**config.mk**
```make
export PLATFORM = sky130hd
export DESIGN_NAME = wdg_supervisor
export DESIGN_NICKNAME = d
export VERILOG_FILES = /design/src/wdg_pkg.sv /design/src/wdg_supervisor.sv /design/src/wdg_prescaler.sv /design/src/wdg_reset_seq.sv
export SDC_FILE = /design/constraint.sdc
export NUM_CORES = 1
export LEC_CHECK = 0
export ABC_AREA = 1
export BUFFER_PORTS_ARGS = -buffer_cell sky130_fd_sc_hd__buf_2
export CAP_MARGIN = 0
export CORE_MARGIN = 5
export CORE_UTILIZATION = 57
export CTS_BUF_LIST = sky130_fd_sc_hd__clkbuf_16
export DETAILED_ROUTE_END_ITERATION = 8
export PLACE_DENSITY_LB_ADDON = 0.1
export REMOVE_ABC_BUFFERS = 1
export SYNTH_ARGS = -nofsm -noshare
export SYNTH_HDL_FRONTEND = slang
export SYNTH_SLANG_ARGS = --single-unit
```
**constraint.sdc**
```tcl
create_clock -name clk_i -period 4.5 [get_ports clk_i]
set_input_delay 0.225 -clock clk_i [delete_from_list [all_inputs] [get_ports clk_i]]
set_output_delay 0.225 -clock clk_i [all_outputs]
set_load 0.05 [all_outputs]
```
**src/wdg_pkg.sv**
```systemverilog
// Constants, bus carriers and shared types of the watchdog reset supervisor.
// Assumes a 32-bit classic Wishbone register bus and one 100 MHz clock.
package wdg_pkg;

  localparam int unsigned CLK_HZ = 100_000_000;

  // Register byte offsets
  localparam logic [7:0] OFS_CONTROL = 8'h00;
  localparam logic [7:0] OFS_COUNT = 8'h04;
  localparam logic [7:0] OFS_COMMAND = 8'h08;
  localparam logic [7:0] OFS_STATUS = 8'h0c;

  // Control register fields
  localparam int unsigned CTL_SLOW = 0;
  localparam int unsigned CTL_OVF = 1;
  localparam int unsigned CTL_SOFT = 2;
  localparam int unsigned CTL_SHORT = 3;
  localparam int unsigned CTL_LONG = 4;
  localparam int unsigned CTL_RELOAD_LSB = 8;
  localparam logic [15:0] CTL_PIN_RST = 16'h001c;
  localparam logic [15:0] CTL_SOFT_RST = 16'h0004;
  localparam logic [15:0] CTL_WDT_RST = 16'h0006;
  localparam logic [15:0] CTL_EOI_CLEAR = 16'h001e;

  // Status register fields
  localparam int unsigned STA_ENABLED = 0;
  localparam int unsigned STA_DIS_OK = 1;
  localparam int unsigned STA_IN_RESET = 2;
  localparam int unsigned STA_BOOT = 3;

  // Command opcodes (values arbitrary); byte 1 must hold the complement
  localparam logic [7:0] CMD_SERVICE = 8'h1e;
  localparam logic [7:0] CMD_DISABLE = 8'h2d;
  localparam logic [7:0] CMD_END_INIT = 8'h3c;
  localparam logic [7:0] CMD_SOFT_RESET = 8'h4b;

  // Timing counts
  localparam int unsigned DIV_FAST = 2;
  localparam int unsigned DIV_SLOW = 128;
  localparam int unsigned SEQ_CYCLES = 516;
  localparam logic [15:0] COUNT_MAX = 16'hffff;

  typedef struct packed {
    logic cyc;
    logic stb;
    logic we;
    logic [31:0] adr;
    logic [3:0] sel;
    logic [31:0] dat;
  } wdg_wb_req_t;

  typedef struct packed {
    logic ack;
    logic [31:0] dat;
  } wdg_wb_rsp_t;

  typedef enum logic [1:0] {PH_RUN, PH_DRAIN, PH_SEQ} wdg_phase_t;
  typedef enum logic [1:0] {SRC_PIN, SRC_SOFT, SRC_WDT} wdg_src_t;

endpackage : wdg_pkg

```
**src/wdg_supervisor.sv**
```systemverilog
// Watchdog timer with reset-source identification, a classic Wishbone slave.
// Assumes the CPU issues its protected instructions as command-register writes,
// and that the bus controller reports its cycle state on the same clock.
//
// Behaviour
// Reset end loads control with 001c pin, 0004 software, 0006 watchdog.
// End-of-init instruction clears control bits 4 down to 1.
// After any reset the watchdog is enabled, counts from zero at clock/2; the code leaves it disabled after a pin reset into bootstrap mode.
// Slow prescale select set makes the count input clock/128.
// Disable works only until the first end-of-init or service instruction.
// Counting continues during CPU idle unless disabled.
// Passing the maximum unserviced overflows, starts internal reset, drives pin low.
// Overflow sets overflow flag; pin reset or service clears it.
// Before watchdog reset, finish or abort a running external bus cycle per ready.
// Pin reset entering bootstrap mode leaves the watchdog disabled.
// Service clears low count byte, loads high byte from reload field.
// Malformed service instruction does nothing but raise the protection fault.
// Service-to-overflow time is prescale times (65536 minus reload*256) clocks.
// Control bit 5 stays reserved, no power-on flag.
// Software should rewrite control before each service instruction.
// Count is a 16-bit up counter of two 8-bit stages, readable.
// Control upper byte holds the reload value for the high count byte.
// Service in the same cycle as the final tick wins; no overflow.
//
// The implementer's own choices: the Wishbone register port and the register offsets.
`timescale 1ns/1ns
`default_nettype none
module wdg_supervisor (
  input wire logic clk_i,
  input wire logic rst_i,
  input wire wdg_pkg::wdg_wb_req_t wb_req_i,
  output var wdg_pkg::wdg_wb_rsp_t wb_rsp_o,
  input wire logic reset_input_pin_n_i,
  input wire logic boot_select_n_i,
  input wire logic ready_n_i,
  input wire logic bus_busy_i,
  input wire logic bus_uses_ready_i,
  input wire logic bus_wait_done_i,
  input wire logic cpu_idle_i,
  output logic reset_output_pin_n_o,
  output logic internal_reset_o,
  output logic bus_abort_o,
  output logic protection_fault_o
);
  import wdg_pkg::*;

  typedef struct packed {
    logic wb_ack;
    logic [31:0] wb_dat;
    logic [15:0] ctrl;
    logic [15:0] count;
    logic enabled;
    logic dis_ok;
    logic boot_mode;
    wdg_phase_t phase;
    wdg_src_t src;
    logic pin_m;
    logic pin_s;
    logic boot_m;
    logic boot_s;
    logic rdy_m;
    logic rdy_s;
    logic rst_out_n;
    logic int_rst;
    logic abort;
    logic fault;
    logic seq_start;
  } wdg_main_state_t;

  wdg_main_state_t s_reg;
  wdg_main_state_t s_next;

  logic tick;
  logic seq_active;
  logic seq_done;
  logic pre_clear;

  // Protected format: opcode in byte 0, its complement in byte 1
  function automatic logic cmd_is_protected(input logic [15:0] word);
    cmd_is_protected = (word[15:8] == ~word[7:0]);
  endfunction : cmd_is_protected

  // Control value after a reset, by source
  function automatic logic [15:0] src_value(input wdg_src_t src);
    unique case (src)
      SRC_PIN: src_value = CTL_PIN_RST;
      SRC_SOFT: src_value = CTL_SOFT_RST;
      SRC_WDT: src_value = CTL_WDT_RST;
      default: src_value = CTL_PIN_RST;
    endcase
  endfunction : src_value

  // Read mux; unmapped and write-only locations read zero
  function automatic logic [31:0] read_reg(input logic [31:0] adr,
                                           input wdg_main_state_t st);
    logic [31:0] val;
    val = 32'h0000_0000;
    if (adr[31:8] == 24'h000000) begin
      unique case (adr[7:0])
        OFS_CONTROL: val = {16'h0000, st.ctrl};
        OFS_COUNT: val = {16'h0000, st.count};
        OFS_STATUS: begin
          val[STA_ENABLED] = st.enabled;
          val[STA_DIS_OK] = st.dis_ok;
          val[STA_IN_RESET] = (st.phase != PH_RUN);
          val[STA_BOOT] = st.boot_mode;
        end
        default: val = 32'h0000_0000;
      endcase
    end
    read_reg = val;
  endfunction : read_reg

  wdg_prescaler #(
    .DIV_F(DIV_FAST),
    .DIV_S(DIV_SLOW)
  ) u_prescaler (
    .clk_i(clk_i),
    .rst_i(rst_i),
    .clear_i(pre_clear),
    .slow_i(s_reg.ctrl[CTL_SLOW]),
    .tick_o(tick)
  );

  wdg_reset_seq #(
    .LEN(SEQ_CYCLES)
  ) u_reset_seq (
    .clk_i(clk_i),
    .rst_i(rst_i),
    .start_i(s_reg.seq_start),
    .hold_i(!s_reg.pin_s),
    .active_o(seq_active),
    .done_o(seq_done)
  );

  logic access;
  logic wr;
  logic map_hit;
  logic cmd_hit;
  logic cmd_ok;
  logic [7:0] opcode;
  logic run;
  logic service;
  logic end_init;
  logic disable_cmd;
  logic soft_reset;
  logic overflow;

  // Prescaler restarts on service so the period is exact
  assign pre_clear = service || (s_reg.phase != PH_RUN);

  always_comb begin
    s_next = s_reg;
    s_next.pin_m = reset_input_pin_n_i;
    s_next.pin_s = s_reg.pin_m;
    s_next.boot_m = boot_select_n_i;
    s_next.boot_s = s_reg.boot_m;
    s_next.rdy_m = ready_n_i;
    s_next.rdy_s = s_reg.rdy_m;
    s_next.wb_ack = 1'b0;
    s_next.abort = 1'b0;
    s_next.fault = 1'b0;
    s_next.seq_start = 1'b0;

    access = wb_req_i.cyc && wb_req_i.stb && !s_reg.wb_ack;
    wr = access && wb_req_i.we;
    map_hit = (wb_req_i.adr[31:8] == 24'h000000);
    run = (s_reg.phase == PH_RUN);
    cmd_hit = wr && map_hit && run && (wb_req_i.adr[7:0] == OFS_COMMAND)
              && wb_req_i.sel[0] && wb_req_i.sel[1];
    cmd_ok = cmd_hit && cmd_is_protected(wb_req_i.dat[15:0]);
    opcode = wb_req_i.dat[7:0];
    service = cmd_ok && (opcode == CMD_SERVICE);
    end_init = cmd_ok && (opcode == CMD_END_INIT);
    disable_cmd = cmd_ok && (opcode == CMD_DISABLE);
    soft_reset = cmd_ok && (opcode == CMD_SOFT_RESET);
    overflow = 1'b0;

    if (access) begin
      s_next.wb_ack = 1'b1;
      s_next.wb_dat = read_reg(wb_req_i.adr, s_reg);
    end

    // Bad encodings and unknown opcodes trap instead of acting
    if (cmd_hit && !cmd_ok) begin
      s_next.fault = 1'b1;
    end else if (cmd_ok && !(service || end_init || disable_cmd || soft_reset)) begin
      s_next.fault = 1'b1;
    end

    // Only reload and prescale select are writable; bit 5 stays zero
    if (wr && map_hit && run && (wb_req_i.adr[7:0] == OFS_CONTROL)) begin
      if (wb_req_i.sel[0]) begin
        s_next.ctrl[CTL_SLOW] = wb_req_i.dat[CTL_SLOW];
      end
      if (wb_req_i.sel[1]) begin
        s_next.ctrl[15:8] = wb_req_i.dat[15:8];
      end
    end

    // Counts regardless of cpu_idle_i
    if (run && s_reg.enabled && tick && !service) begin
      if (s_reg.count == COUNT_MAX) begin
        overflow = 1'b1;
      end else begin
        s_next.count = s_reg.count + 16'h0001;
      end
    end

    if (service) begin
      // Service beats a coincident final tick
      s_next.count = {s_reg.ctrl[15:8], 8'h00};
      s_next.ctrl[CTL_OVF] = 1'b0;
      s_next.dis_ok = 1'b0;
    end

    if (end_init) begin
      s_next.ctrl = s_reg.ctrl & ~CTL_EOI_CLEAR;
      s_next.dis_ok = 1'b0;
    end

    if (disable_cmd && s_reg.dis_ok) begin
      s_next.enabled = 1'b0;
    end

    if (soft_reset) begin
      s_next.phase = PH_SEQ;
      s_next.src = SRC_SOFT;
      s_next.seq_start = 1'b1;
      s_next.int_rst = 1'b1;
      s_next.rst_out_n = 1'b0;
    end

    if (overflow) begin
      s_next.ctrl[CTL_OVF] = 1'b1;
      s_next.phase = PH_DRAIN;
      s_next.src = SRC_WDT;
      s_next.rst_out_n = 1'b0;
    end

    // Overflow waits for the external bus cycle first
    if (s_reg.phase == PH_DRAIN) begin
      if (!bus_busy_i) begin
        s_next.phase = PH_SEQ;
        s_next.seq_start = 1'b1;
        s_next.int_rst = 1'b1;
      end else if (bus_wait_done_i && bus_uses_ready_i && s_reg.rdy_s) begin
        // Ready inactive after the wait states: abort the cycle
        s_next.abort = 1'b1;
        s_next.phase = PH_SEQ;
        s_next.seq_start = 1'b1;
        s_next.int_rst = 1'b1;
      end
    end

    if (s_reg.phase == PH_SEQ && seq_done) begin
      s_next.phase = PH_RUN;
      s_next.int_rst = 1'b0;
      s_next.rst_out_n = 1'b1;
      s_next.count = 16'h0000;
      s_next.ctrl = src_value(s_reg.src);
      s_next.dis_ok = 1'b1;
      s_next.boot_mode = (s_reg.src == SRC_PIN) && !s_reg.boot_s;
      // Strap taken at the end of a pin reset
      s_next.enabled = !((s_reg.src == SRC_PIN) && !s_reg.boot_s);
    end

    // Pin reset overrides every other source and phase
    if (!s_reg.pin_s && !(s_reg.phase == PH_SEQ && s_reg.src == SRC_PIN)) begin
      s_next.phase = PH_SEQ;
      s_next.src = SRC_PIN;
      s_next.seq_start = 1'b1;
      s_next.int_rst = 1'b1;
      s_next.rst_out_n = 1'b0;
      s_next.abort = 1'b0;
    end
  end

  always_ff @(posedge clk_i) begin
    if (rst_i) begin
      s_reg <= '0;
      s_reg.ctrl <= CTL_PIN_RST;
      s_reg.enabled <= 1'b1;
      s_reg.dis_ok <= 1'b1;
      s_reg.phase <= PH_RUN;
      s_reg.src <= SRC_PIN;
      s_reg.pin_m <= 1'b1;
      s_reg.pin_s <= 1'b1;
      s_reg.boot_m <= 1'b1;
      s_reg.boot_s <= 1'b1;
      s_reg.rdy_m <= 1'b1;
      s_reg.rdy_s <= 1'b1;
      s_reg.rst_out_n <= 1'b1;
    end else begin
      s_reg <= s_next;
    end
  end

  assign wb_rsp_o.ack = s_reg.wb_ack;
  assign wb_rsp_o.dat = s_reg.wb_dat;
  assign reset_output_pin_n_o = s_reg.rst_out_n;
  assign internal_reset_o = s_reg.int_rst;
  assign bus_abort_o = s_reg.abort;
  assign protection_fault_o = s_reg.fault;

endmodule : wdg_supervisor
`default_nettype wire

```
**src/wdg_prescaler.sv**
```systemverilog
// Count-input prescaler: one tick per 2 or per 128 clock cycles.
// Assumes clear is a same-domain level from the supervisor.
`timescale 1ns/1ns
`default_nettype none
module wdg_prescaler #(
  parameter int unsigned DIV_F = wdg_pkg::DIV_FAST,
  parameter int unsigned DIV_S = wdg_pkg::DIV_SLOW
) (
  input wire logic clk_i,
  input wire logic rst_i,
  input wire logic clear_i,
  input wire logic slow_i,
  output logic tick_o
);
  import wdg_pkg::*;

  typedef struct packed {
    logic [6:0] cnt;
    logic tick;
  } wdg_pre_state_t;

  wdg_pre_state_t s_reg;
  wdg_pre_state_t s_next;
  logic [6:0] last;

  always_comb begin
    s_next = s_reg;
    last = slow_i ? 7'(DIV_S - 1) : 7'(DIV_F - 1);
    s_next.tick = 1'b0;
    if (clear_i) begin
      s_next.cnt = 7'h00;
    end else if (s_reg.cnt >= last) begin
      // Compare with >= so a mid-count switch to fast never stalls
      s_next.cnt = 7'h00;
      s_next.tick = 1'b1;
    end else begin
      s_next.cnt = s_reg.cnt + 7'h01;
    end
  end

  always_ff @(posedge clk_i) begin
    if (rst_i) begin
      s_reg <= '0;
    end else begin
      s_reg <= s_next;
    end
  end

  assign tick_o = s_reg.tick;
endmodule : wdg_prescaler
`default_nettype wire

```
**src/wdg_reset_seq.sv**
```systemverilog
// Internal reset sequence timer: fixed length, then held while the pin is low.
// Assumes start and hold are same-domain levels; start restarts the count.
`timescale 1ns/1ns
`default_nettype none
module wdg_reset_seq #(
  parameter int unsigned LEN = wdg_pkg::SEQ_CYCLES
) (
  input wire logic clk_i,
  input wire logic rst_i,
  input wire logic start_i,
  input wire logic hold_i,
  output logic active_o,
  output logic done_o
);
  import wdg_pkg::*;

  typedef struct packed {
    logic [9:0] cnt;
    logic active;
    logic done;
  } wdg_seq_state_t;

  wdg_seq_state_t s_reg;
  wdg_seq_state_t s_next;

  always_comb begin
    s_next = s_reg;
    s_next.done = 1'b0;
    if (start_i) begin
      s_next.active = 1'b1;
      s_next.cnt = 10'h000;
    end else if (s_reg.active) begin
      if (s_reg.cnt < 10'(LEN - 1)) begin
        s_next.cnt = s_reg.cnt + 10'h001;
      end else if (!hold_i) begin
        s_next.active = 1'b0;
        s_next.done = 1'b1;
      end
    end
  end

  always_ff @(posedge clk_i) begin
    if (rst_i) begin
      s_reg <= '0;
    end else begin
      s_reg <= s_next;
    end
  end

  assign active_o = s_reg.active;
  assign done_o = s_reg.done;
endmodule : wdg_reset_seq
`default_nettype wire

```
==> flow_metrics.py, run 1 <==
metrics = {
    "outcome": {
        "status": "completed",
    },
    "global_route": {
        "grt_max_degree": 41,
        "antenna_found_initial": 0,
        "gr-usage-all-layers": 0.214,
        "grt_pass1_vias": 3876,
        "overflow": 0,
        "grt_pass1_wl_um": 17600,
    },
    "logic_synthesis": {
        "synth_top_cell_area_share": 0.366,
        "yosysWarnings": 0,
        "synth_mux_area_frac": 0,
        "synth_top_family_by_area": "simple AND/OR/NAND/NOR gates",
        "yosysSeqAreaShare": 0.366,
        "avgSynthCellArea_sq_um": 7.05,
        "synth.most_common_cell": "nand2_1",
        "synth_compound_gate_area_share": 0.107,
        "synthSimpleGateAreaFrac": 0.327,
        "syn_inst": 643,
        "syn_area_sq_mm": 0.00453,
        "synth_edf_count": 0,
        "synthXorXnorAreaFrac": 0.0422,
        "async_flop_share": 0,
        "synthDistinctLibCells": 41,
        "yosys.area_share.adder": 0.0304,
        "synth_area_leaders": "dfxtp_1 (37%), nand2_1 (13%), nand3_1 (6.2%)",
        "synth.largest_area_cell": "dfxtp_1",
        "synth_ff_type": "dfxtp_1",
        "synth_seq_cells": 83,
        "synth_common_cells": "nand2_1 (156), dfxtp_1 (83), inv_1 (64), nor2_1 (60), nand3_1 (56)",
    },
    "floorplanning": {
        "placementRows": 32,
        "initial_core_util": 0.587,
        "core_sq_mm": 0.00773,
        "dieArea_sq_mm": 0.00984,
        "ios": 117,
        "die_height_um": 99.2,
        "fp.dieW_um": 99.2,
    },
    "clock_tree": {
        "clock_sinks": 83,
        "cts_hold_buf": 0,
        "clk_latency_ps": 330,
        "cts-buffers-inserted": 9,
        "clkTransAtPathRegs_ps": 60,
        "htree_levels": 3,
        "cts_setup_buffers": 0,
        "cts-root-buf": "clkbuf_16",
        "cts_buffer_depth": 2,
        "cts_tree": "yes",
        "post_cts_resized": 0,
    },
    "run": {
        "drv_cap": 0,
    },
    "worst_setup_path": {
        "cp_cell_sequence": "nor2_2 > nand3_1 > nor2_4 > nand4_2 > nand2_2 > inv_1 > nand2_1 > a21oi_1",
        "crit_slowest_cell": "nand4_2",
        "worstPathMaxFanout": 22,
        "startpoint_type": "flip-flop",
        "cp_slowest_stage_delay_ps": 550,
        "critPathCaptureType": "flip-flop",
        "required_ps": 4710,
        "arrival_ps": 2530,
        "worst-setup-path-type": "reg2reg",
    },
    "routing": {
        "avgRoutedWirePerCell_um": 13.0,
        "route.detailed.drc": 0,
        "num_vias": 4262,
        "ant_nets": 0,
        "dr.pass1.iters": 5,
        "routed_wl_um": 10500,
        "vias_per_cell": 5.25,
        "drtIter0Drc": 236,
    },
    "finish": {
        "syn_to_final_growth_pct": 12.5,
        "seq_area_sq_mm": 0.00166,
        "drive_gt1_frac": 0.179,
        "fillerInstances": 719,
        "utilization": 0.660,
        "multiInputGateArea_sq_mm": 0.00236,
        "diodes": 0,
        "fin_nets": 797,
        "largest_register_ffs": 39,
    },
    "worst_hold_path": {
        "hold_class": "in2reg",
    },
    "timing": {
        "layout_setup_ws_ps": 2170,
        "hold_slack_ps": 73.8,
        "slew_headroom": 0.456,
        "worstMarginPinSlew_ps": 813,
        "skew_ps": 5.12,
        "rsz0062_at_grt": "no",
        "setup_viol": 0,
        "finalMaxSlewViolations": 0,
        "fin_crit_sh": 0.517,
        "tns_ps": 0,
        "period_minus_slack_ps": 2330,
        "fmax_mhz": 430,
        "hold_viol_final": 0,
    },
    "pwr": {
        "p_leak_nw": 2.37,
        "p_total_mw": 1.72,
        "power_density_mw_per_mm2": 338,
        "ir_drop_uv": 212,
    },
    "placement": {
        "hpwl_um": 7910,
        "routabilityCongestion": 0.881,
        "io_buffer_count": 81,
        "place_ws_ps": 2080,
    },
}
per-stage QoR:
step                area [sq um]  std cells
detailed placement          4820        797
floorplan                   4280        613
global placement            4820        797
finish                      5100        812
CTS                         5100        812
global route                5100        812
layer usage:
layer / vias up / share of wire / track usage
met5: - / 0 / 0
met4: 0 / 0.013 / 0.0704
met3: 15 / 0.089 / 0.0505
met2: 159 / 0.43 / 0.333
met1: 1922 / 0.47 / 0.291
li1: 2166 / - / -
cells by family (layout without fill, tap and decap cells):
kind of cell / after synthesis / after routing
AOI/OAI and AO/OA: 85 / 85
xor gates and xnor gates: 21 / 21
adders and majority gates: 11 / 11
buffers and inverters: 114 / 166
DFF: 83 / 83
other: 1 / 16
and+or+nand+nor: 328 / 328
where the power goes:
| group | switching, mW | internal [mW] | leakage [nW] |
|---|---|---|---|
| logic | 0.169 | 0.0723 | 1.56 |
| registers | 0.0204 | 0.761 | 0.672 |
| clock network | 0.281 | 0.421 | 0.132 |
path summary, 6_finish.rpt:
check                       start                      to  slack, ps  cells after the start
max          s_reg[14]$_SDFF_PP0_  s_reg[22]$_SDFFE_PP0P_       2170                      8
min               boot_select_n_i    s_next[7]$_SDFF_PP1_         70                      2
max reg2reg  s_reg[14]$_SDFF_PP0_  s_reg[22]$_SDFFE_PP0P_       2170                      8
min reg2reg  s_next[5]$_SDFF_PP1_     s_reg[5]$_SDFF_PP1_        410                      1
placed cells by master (no fill, tap or decap), types with 6 or more instances in the layout:
cell / Yosys / routed
buf_2: 3 / 81
inv_1: 64 / 64
or2_2: 7 / 7
nand4_1: 11 / 11
dfxtp_1: 83 / 83
xor2_1: 14 / 14
xnor2_1: 6 / 6
ha_1: 11 / 11
o21ai_0: 15 / 15
nand3_1: 56 / 56
clkbuf_16: 0 / 9
a21oi_1: 52 / 52
nor3_1: 13 / 13
a32oi_1: 8 / 8
nor2_1: 60 / 60
conb_1: 1 / 16
nand2_1: 156 / 156
worst max-delay path, delay by kind of cell (launching register included):
kind / cells / cell delay, ps
and+or+nand+nor: 6 / 1630
DFF: 1 / 340
buffers and inverters: 1 / 160
AOI/OAI and AO/OA: 1 / 60
area by class of cell:
class	instances	area share
multi-input cells	461	0.462
clock buffers	9	0.0441
flip-flops and latches	83	0.326
well taps	102	0.0250
clock inverters	6	0.0113
inverters	69	0.0510
repair buffers	82	0.0809
Power figures use the tool's default switching activity.
==> run 2: changes to the inputs <==
--- a/config.mk
+++ b/config.mk
@@ -5,11 +5,11 @@
 export SDC_FILE = /design/constraint.sdc
 export NUM_CORES = 1
 export LEC_CHECK = 0
-export ABC_AREA = 1
+export ABC_AREA = 0
 export BUFFER_PORTS_ARGS = -buffer_cell sky130_fd_sc_hd__buf_2
 export CAP_MARGIN = 0
 export CORE_MARGIN = 5
-export CORE_UTILIZATION = 57
+export CORE_UTILIZATION = 52
 export CTS_BUF_LIST = sky130_fd_sc_hd__clkbuf_16
 export DETAILED_ROUTE_END_ITERATION = 8
 export PLACE_DENSITY_LB_ADDON = 0.1
==> constraint.sdc (replaced) <==
create_clock -name clk_i -period 2.39 [get_ports clk_i]
set_input_delay 0.1195 -clock clk_i [delete_from_list [all_inputs] [get_ports clk_i]]
set_output_delay 0.1195 -clock clk_i [all_outputs]
set_load 0.05 [all_outputs]
==> run 2 against run 1 <==
  * Power up 88%
  * Non-clock buffer count up 17
  * Utilization fell by 3.0 points
  * Routed wire length fell by 6.6%
  * Via count fell by 16%
  * Setup slack got worse by 2000 ps
  * Combinational power rose by 71%
  * Design area shrank 4.1%
  * Sequential power up 88%
  * Critical path type unchanged
  * Largest cell class unchanged
==> flow_metrics.py, run 2 <==
metrics = {
    "floorplanning": {
        "core_sq_mm": 0.00777,
        "initial_core_util": 0.537,
        "ios": 117,
        "fp.dieW_um": 99.6,
        "die_height_um": 99.6,
        "placementRows": 32,
        "dieArea_sq_mm": 0.00991,
    },
    "pwr": {
        "p_int_mw": 2.39,
        "comb_power_share": 0.127,
        "p_leak_nw": 2.08,
        "clkPwrFrac": 0.418,
        "power_density_mw_per_mm2": 662,
        "power_frac_seq": 0.455,
        "p_switching_uw": 846,
        "ir_drop_uv": 486,
        "power_switching_share": 0.261,
    },
    "worst_setup_path": {
        "worstRegToRegCells": 6,
        "startpoint_type": "flip-flop",
        "worst-setup-path-type": "reg2reg",
        "worstPathMaxFanout": 5,
        "critPathCaptureType": "flip-flop",
        "required_ps": 2610,
        "arrival_ps": 2480,
    },
    "outcome": {
        "status": "completed",
    },
    "clock_tree": {
        "clkTransAtPathRegs_ps": 60,
        "cts_buffer_depth": 2,
        "clock_sinks": 83,
        "cts_tree": "yes",
        "htree_levels": 3,
        "clk_latency_ps": 330,
        "cts-buffers-inserted": 9,
        "cts-root-buf": "clkbuf_16",
    },
    "timing": {
        "layout_setup_ws_ps": 124,
        "setup_viol": 0,
        "fin_crit_sh": 0.948,
        "finalMaxSlewViolations": 0,
        "period_minus_slack_ps": 2270,
        "skew_ps": 7.85,
        "tns_ps": 0,
        "hold_viol_final": 0,
        "worstMarginPinSlew_ps": 643,
        "rsz0062_at_grt": "yes",
        "fmax_mhz": 441,
        "slew_headroom": 0.570,
    },
    "logic_synthesis": {
        "synth_ff_type": "dfxtp_1",
        "synthSimpleGateAreaFrac": 0.266,
        "synth_area_leaders": "dfxtp_1 (40%), nor2_1 (6.1%), buf_4 (5.9%)",
        "synth_mux_area_frac": 0.0459,
        "syn_area_sq_mm": 0.00417,
        "synth_common_cells": "dfxtp_1 (83), nor2_1 (68), nand2_1 (34), buf_4 (33), nand3_1 (30)",
        "syn_inst": 479,
        "synth_top_family_by_area": "simple AND/OR/NAND/NOR gates",
        "synth.largest_area_cell": "dfxtp_1",
        "yosysWarnings": 0,
        "yosys.area_share.adder": 0.0330,
        "synth_top_cell_area_share": 0.398,
        "async_flop_share": 0,
        "synth_seq_cells": 83,
        "synthXorXnorAreaFrac": 0.0672,
        "synth_compound_gate_area_share": 0.106,
        "synthDistinctLibCells": 55,
        "synth.most_common_cell": "dfxtp_1",
        "synth_edf_count": 0,
        "yosysSeqAreaShare": 0.398,
        "avgSynthCellArea_sq_um": 8.71,
    },
    "routing": {
        "ant_nets": 0,
        "drtIter0Drc": 142,
        "avgRoutedWirePerCell_um": 14.8,
        "vias_per_cell": 5.39,
        "dr.pass1.iters": 4,
        "routed_wl_um": 9830,
        "route.detailed.drc": 0,
        "num_vias": 3570,
    },
    "global_route": {
        "antenna_found_initial": 0,
        "grt_pass1_vias": 3580,
        "overflow": 0,
        "grt_max_degree": 31,
        "grt_pass1_wl_um": 16500,
        "gr-usage-all-layers": 0.205,
    },
    "finish": {
        "syn_to_final_growth_pct": 17.3,
        "fillerInstances": 710,
        "drive_gt1_frac": 0.248,
        "most-common-layout-cells": "dfxtp_1 (83), buf_2 (81), nor2_1 (68)",
        "largest_register_ffs": 39,
        "fin_nets": 646,
        "final_common_cell": "dfxtp_1",
        "diodes": 0,
        "utilization": 0.630,
    },
    "placement": {
        "io_buffer_count": 81,
        "hpwl_um": 7470,
        "routabilityCongestion": 0.904,
        "place_ws_ps": 125,
    },
    "worst_hold_path": {
        "hold_class": "in2reg",
        "hold_depth": 3,
    },
    "run": {
        "drv_cap": 0,
    },
}
run 2: metal layers:
layer / share of wire / GRT usage
met1: 0.45 / 0.260
met2: 0.48 / 0.345
met3: 0.051 / 0.0491
met4: 0.018 / 0.0651
met5: 0 / 0
run 2: power groups by stage:
stage | combinational [mW] | sequential, mW | clock [mW]
floorplan | 0.252 | 1.50 | 0
global placement | 0.392 | 1.50 | 0
detailed placement | 0.403 | 1.50 | 0
CTS | 0.410 | 1.47 | 1.38
global route | 0.452 | 1.48 | 1.44
finish | 0.411 | 1.47 | 1.35
run 2: metrics by stage:
step,hold WS [ps],instances,cell area [sq um],total power [mW]
6_report,31.3,662,4890,3.24
5_1_grt,32.2,662,4890,3.37
3_5_place_dp,305,643,4560,1.90
2_1_floorplan,189,445,3920,1.75
4_1_cts,26.0,662,4890,3.26
3_3_place_gp,305,643,4560,1.89
run 2: cells by family after synthesis:
kind of cell               count (synthesis)
and+or+nand+nor                          209
DFF                                       83
AOI/OAI and AO/OA                         67
buffers and inverters                     58
xor gates and xnor gates                  32
muxes                                     18
adders and majority gates                 11
other                                      1
run 2: cell type report:
type	count	area [sq um]	share of cell area
flip-flops and latches	83	1660	0.340
well taps	102	128	0.0261
clock buffers	9	225	0.0460
multi-input cells	353	2230	0.455
clock inverters	7	68.8	0.0141
repair buffers	99	548	0.112
inverters	9	33.8	0.00690
run 2: final timing paths:
kind	from	to	slack (ps)
worst min-delay path	wb_req_i[11]	s_reg[45]$_SDFFE_PP0P_	30
worst min register to register	s_next[9]$_SDFF_PP1_	s_reg[9]$_SDFF_PP1_	420
worst max register to register	s_reg[13]$_SDFF_PP0_	s_reg[37]$_SDFFE_PP1P_	120
worst max-delay path	s_reg[13]$_SDFF_PP0_	s_reg[37]$_SDFFE_PP1P_	120
run 2: repair_timing:
action,in CTS,in global routing
hold buffers,3,0
endpoints found under the hold margin,3,0
resized for setup,0,1
endpoints found under the setup margin,0,4
buffers inserted,0,0
run 2: critical path, cell delays in order, from the launching register on:
cell,delay [ps]
dfxtp_1,380
nor4b_4,320
nand4_1,280
nor4_4,320
nand2_1,90
or3_1,400
a311o_1,350
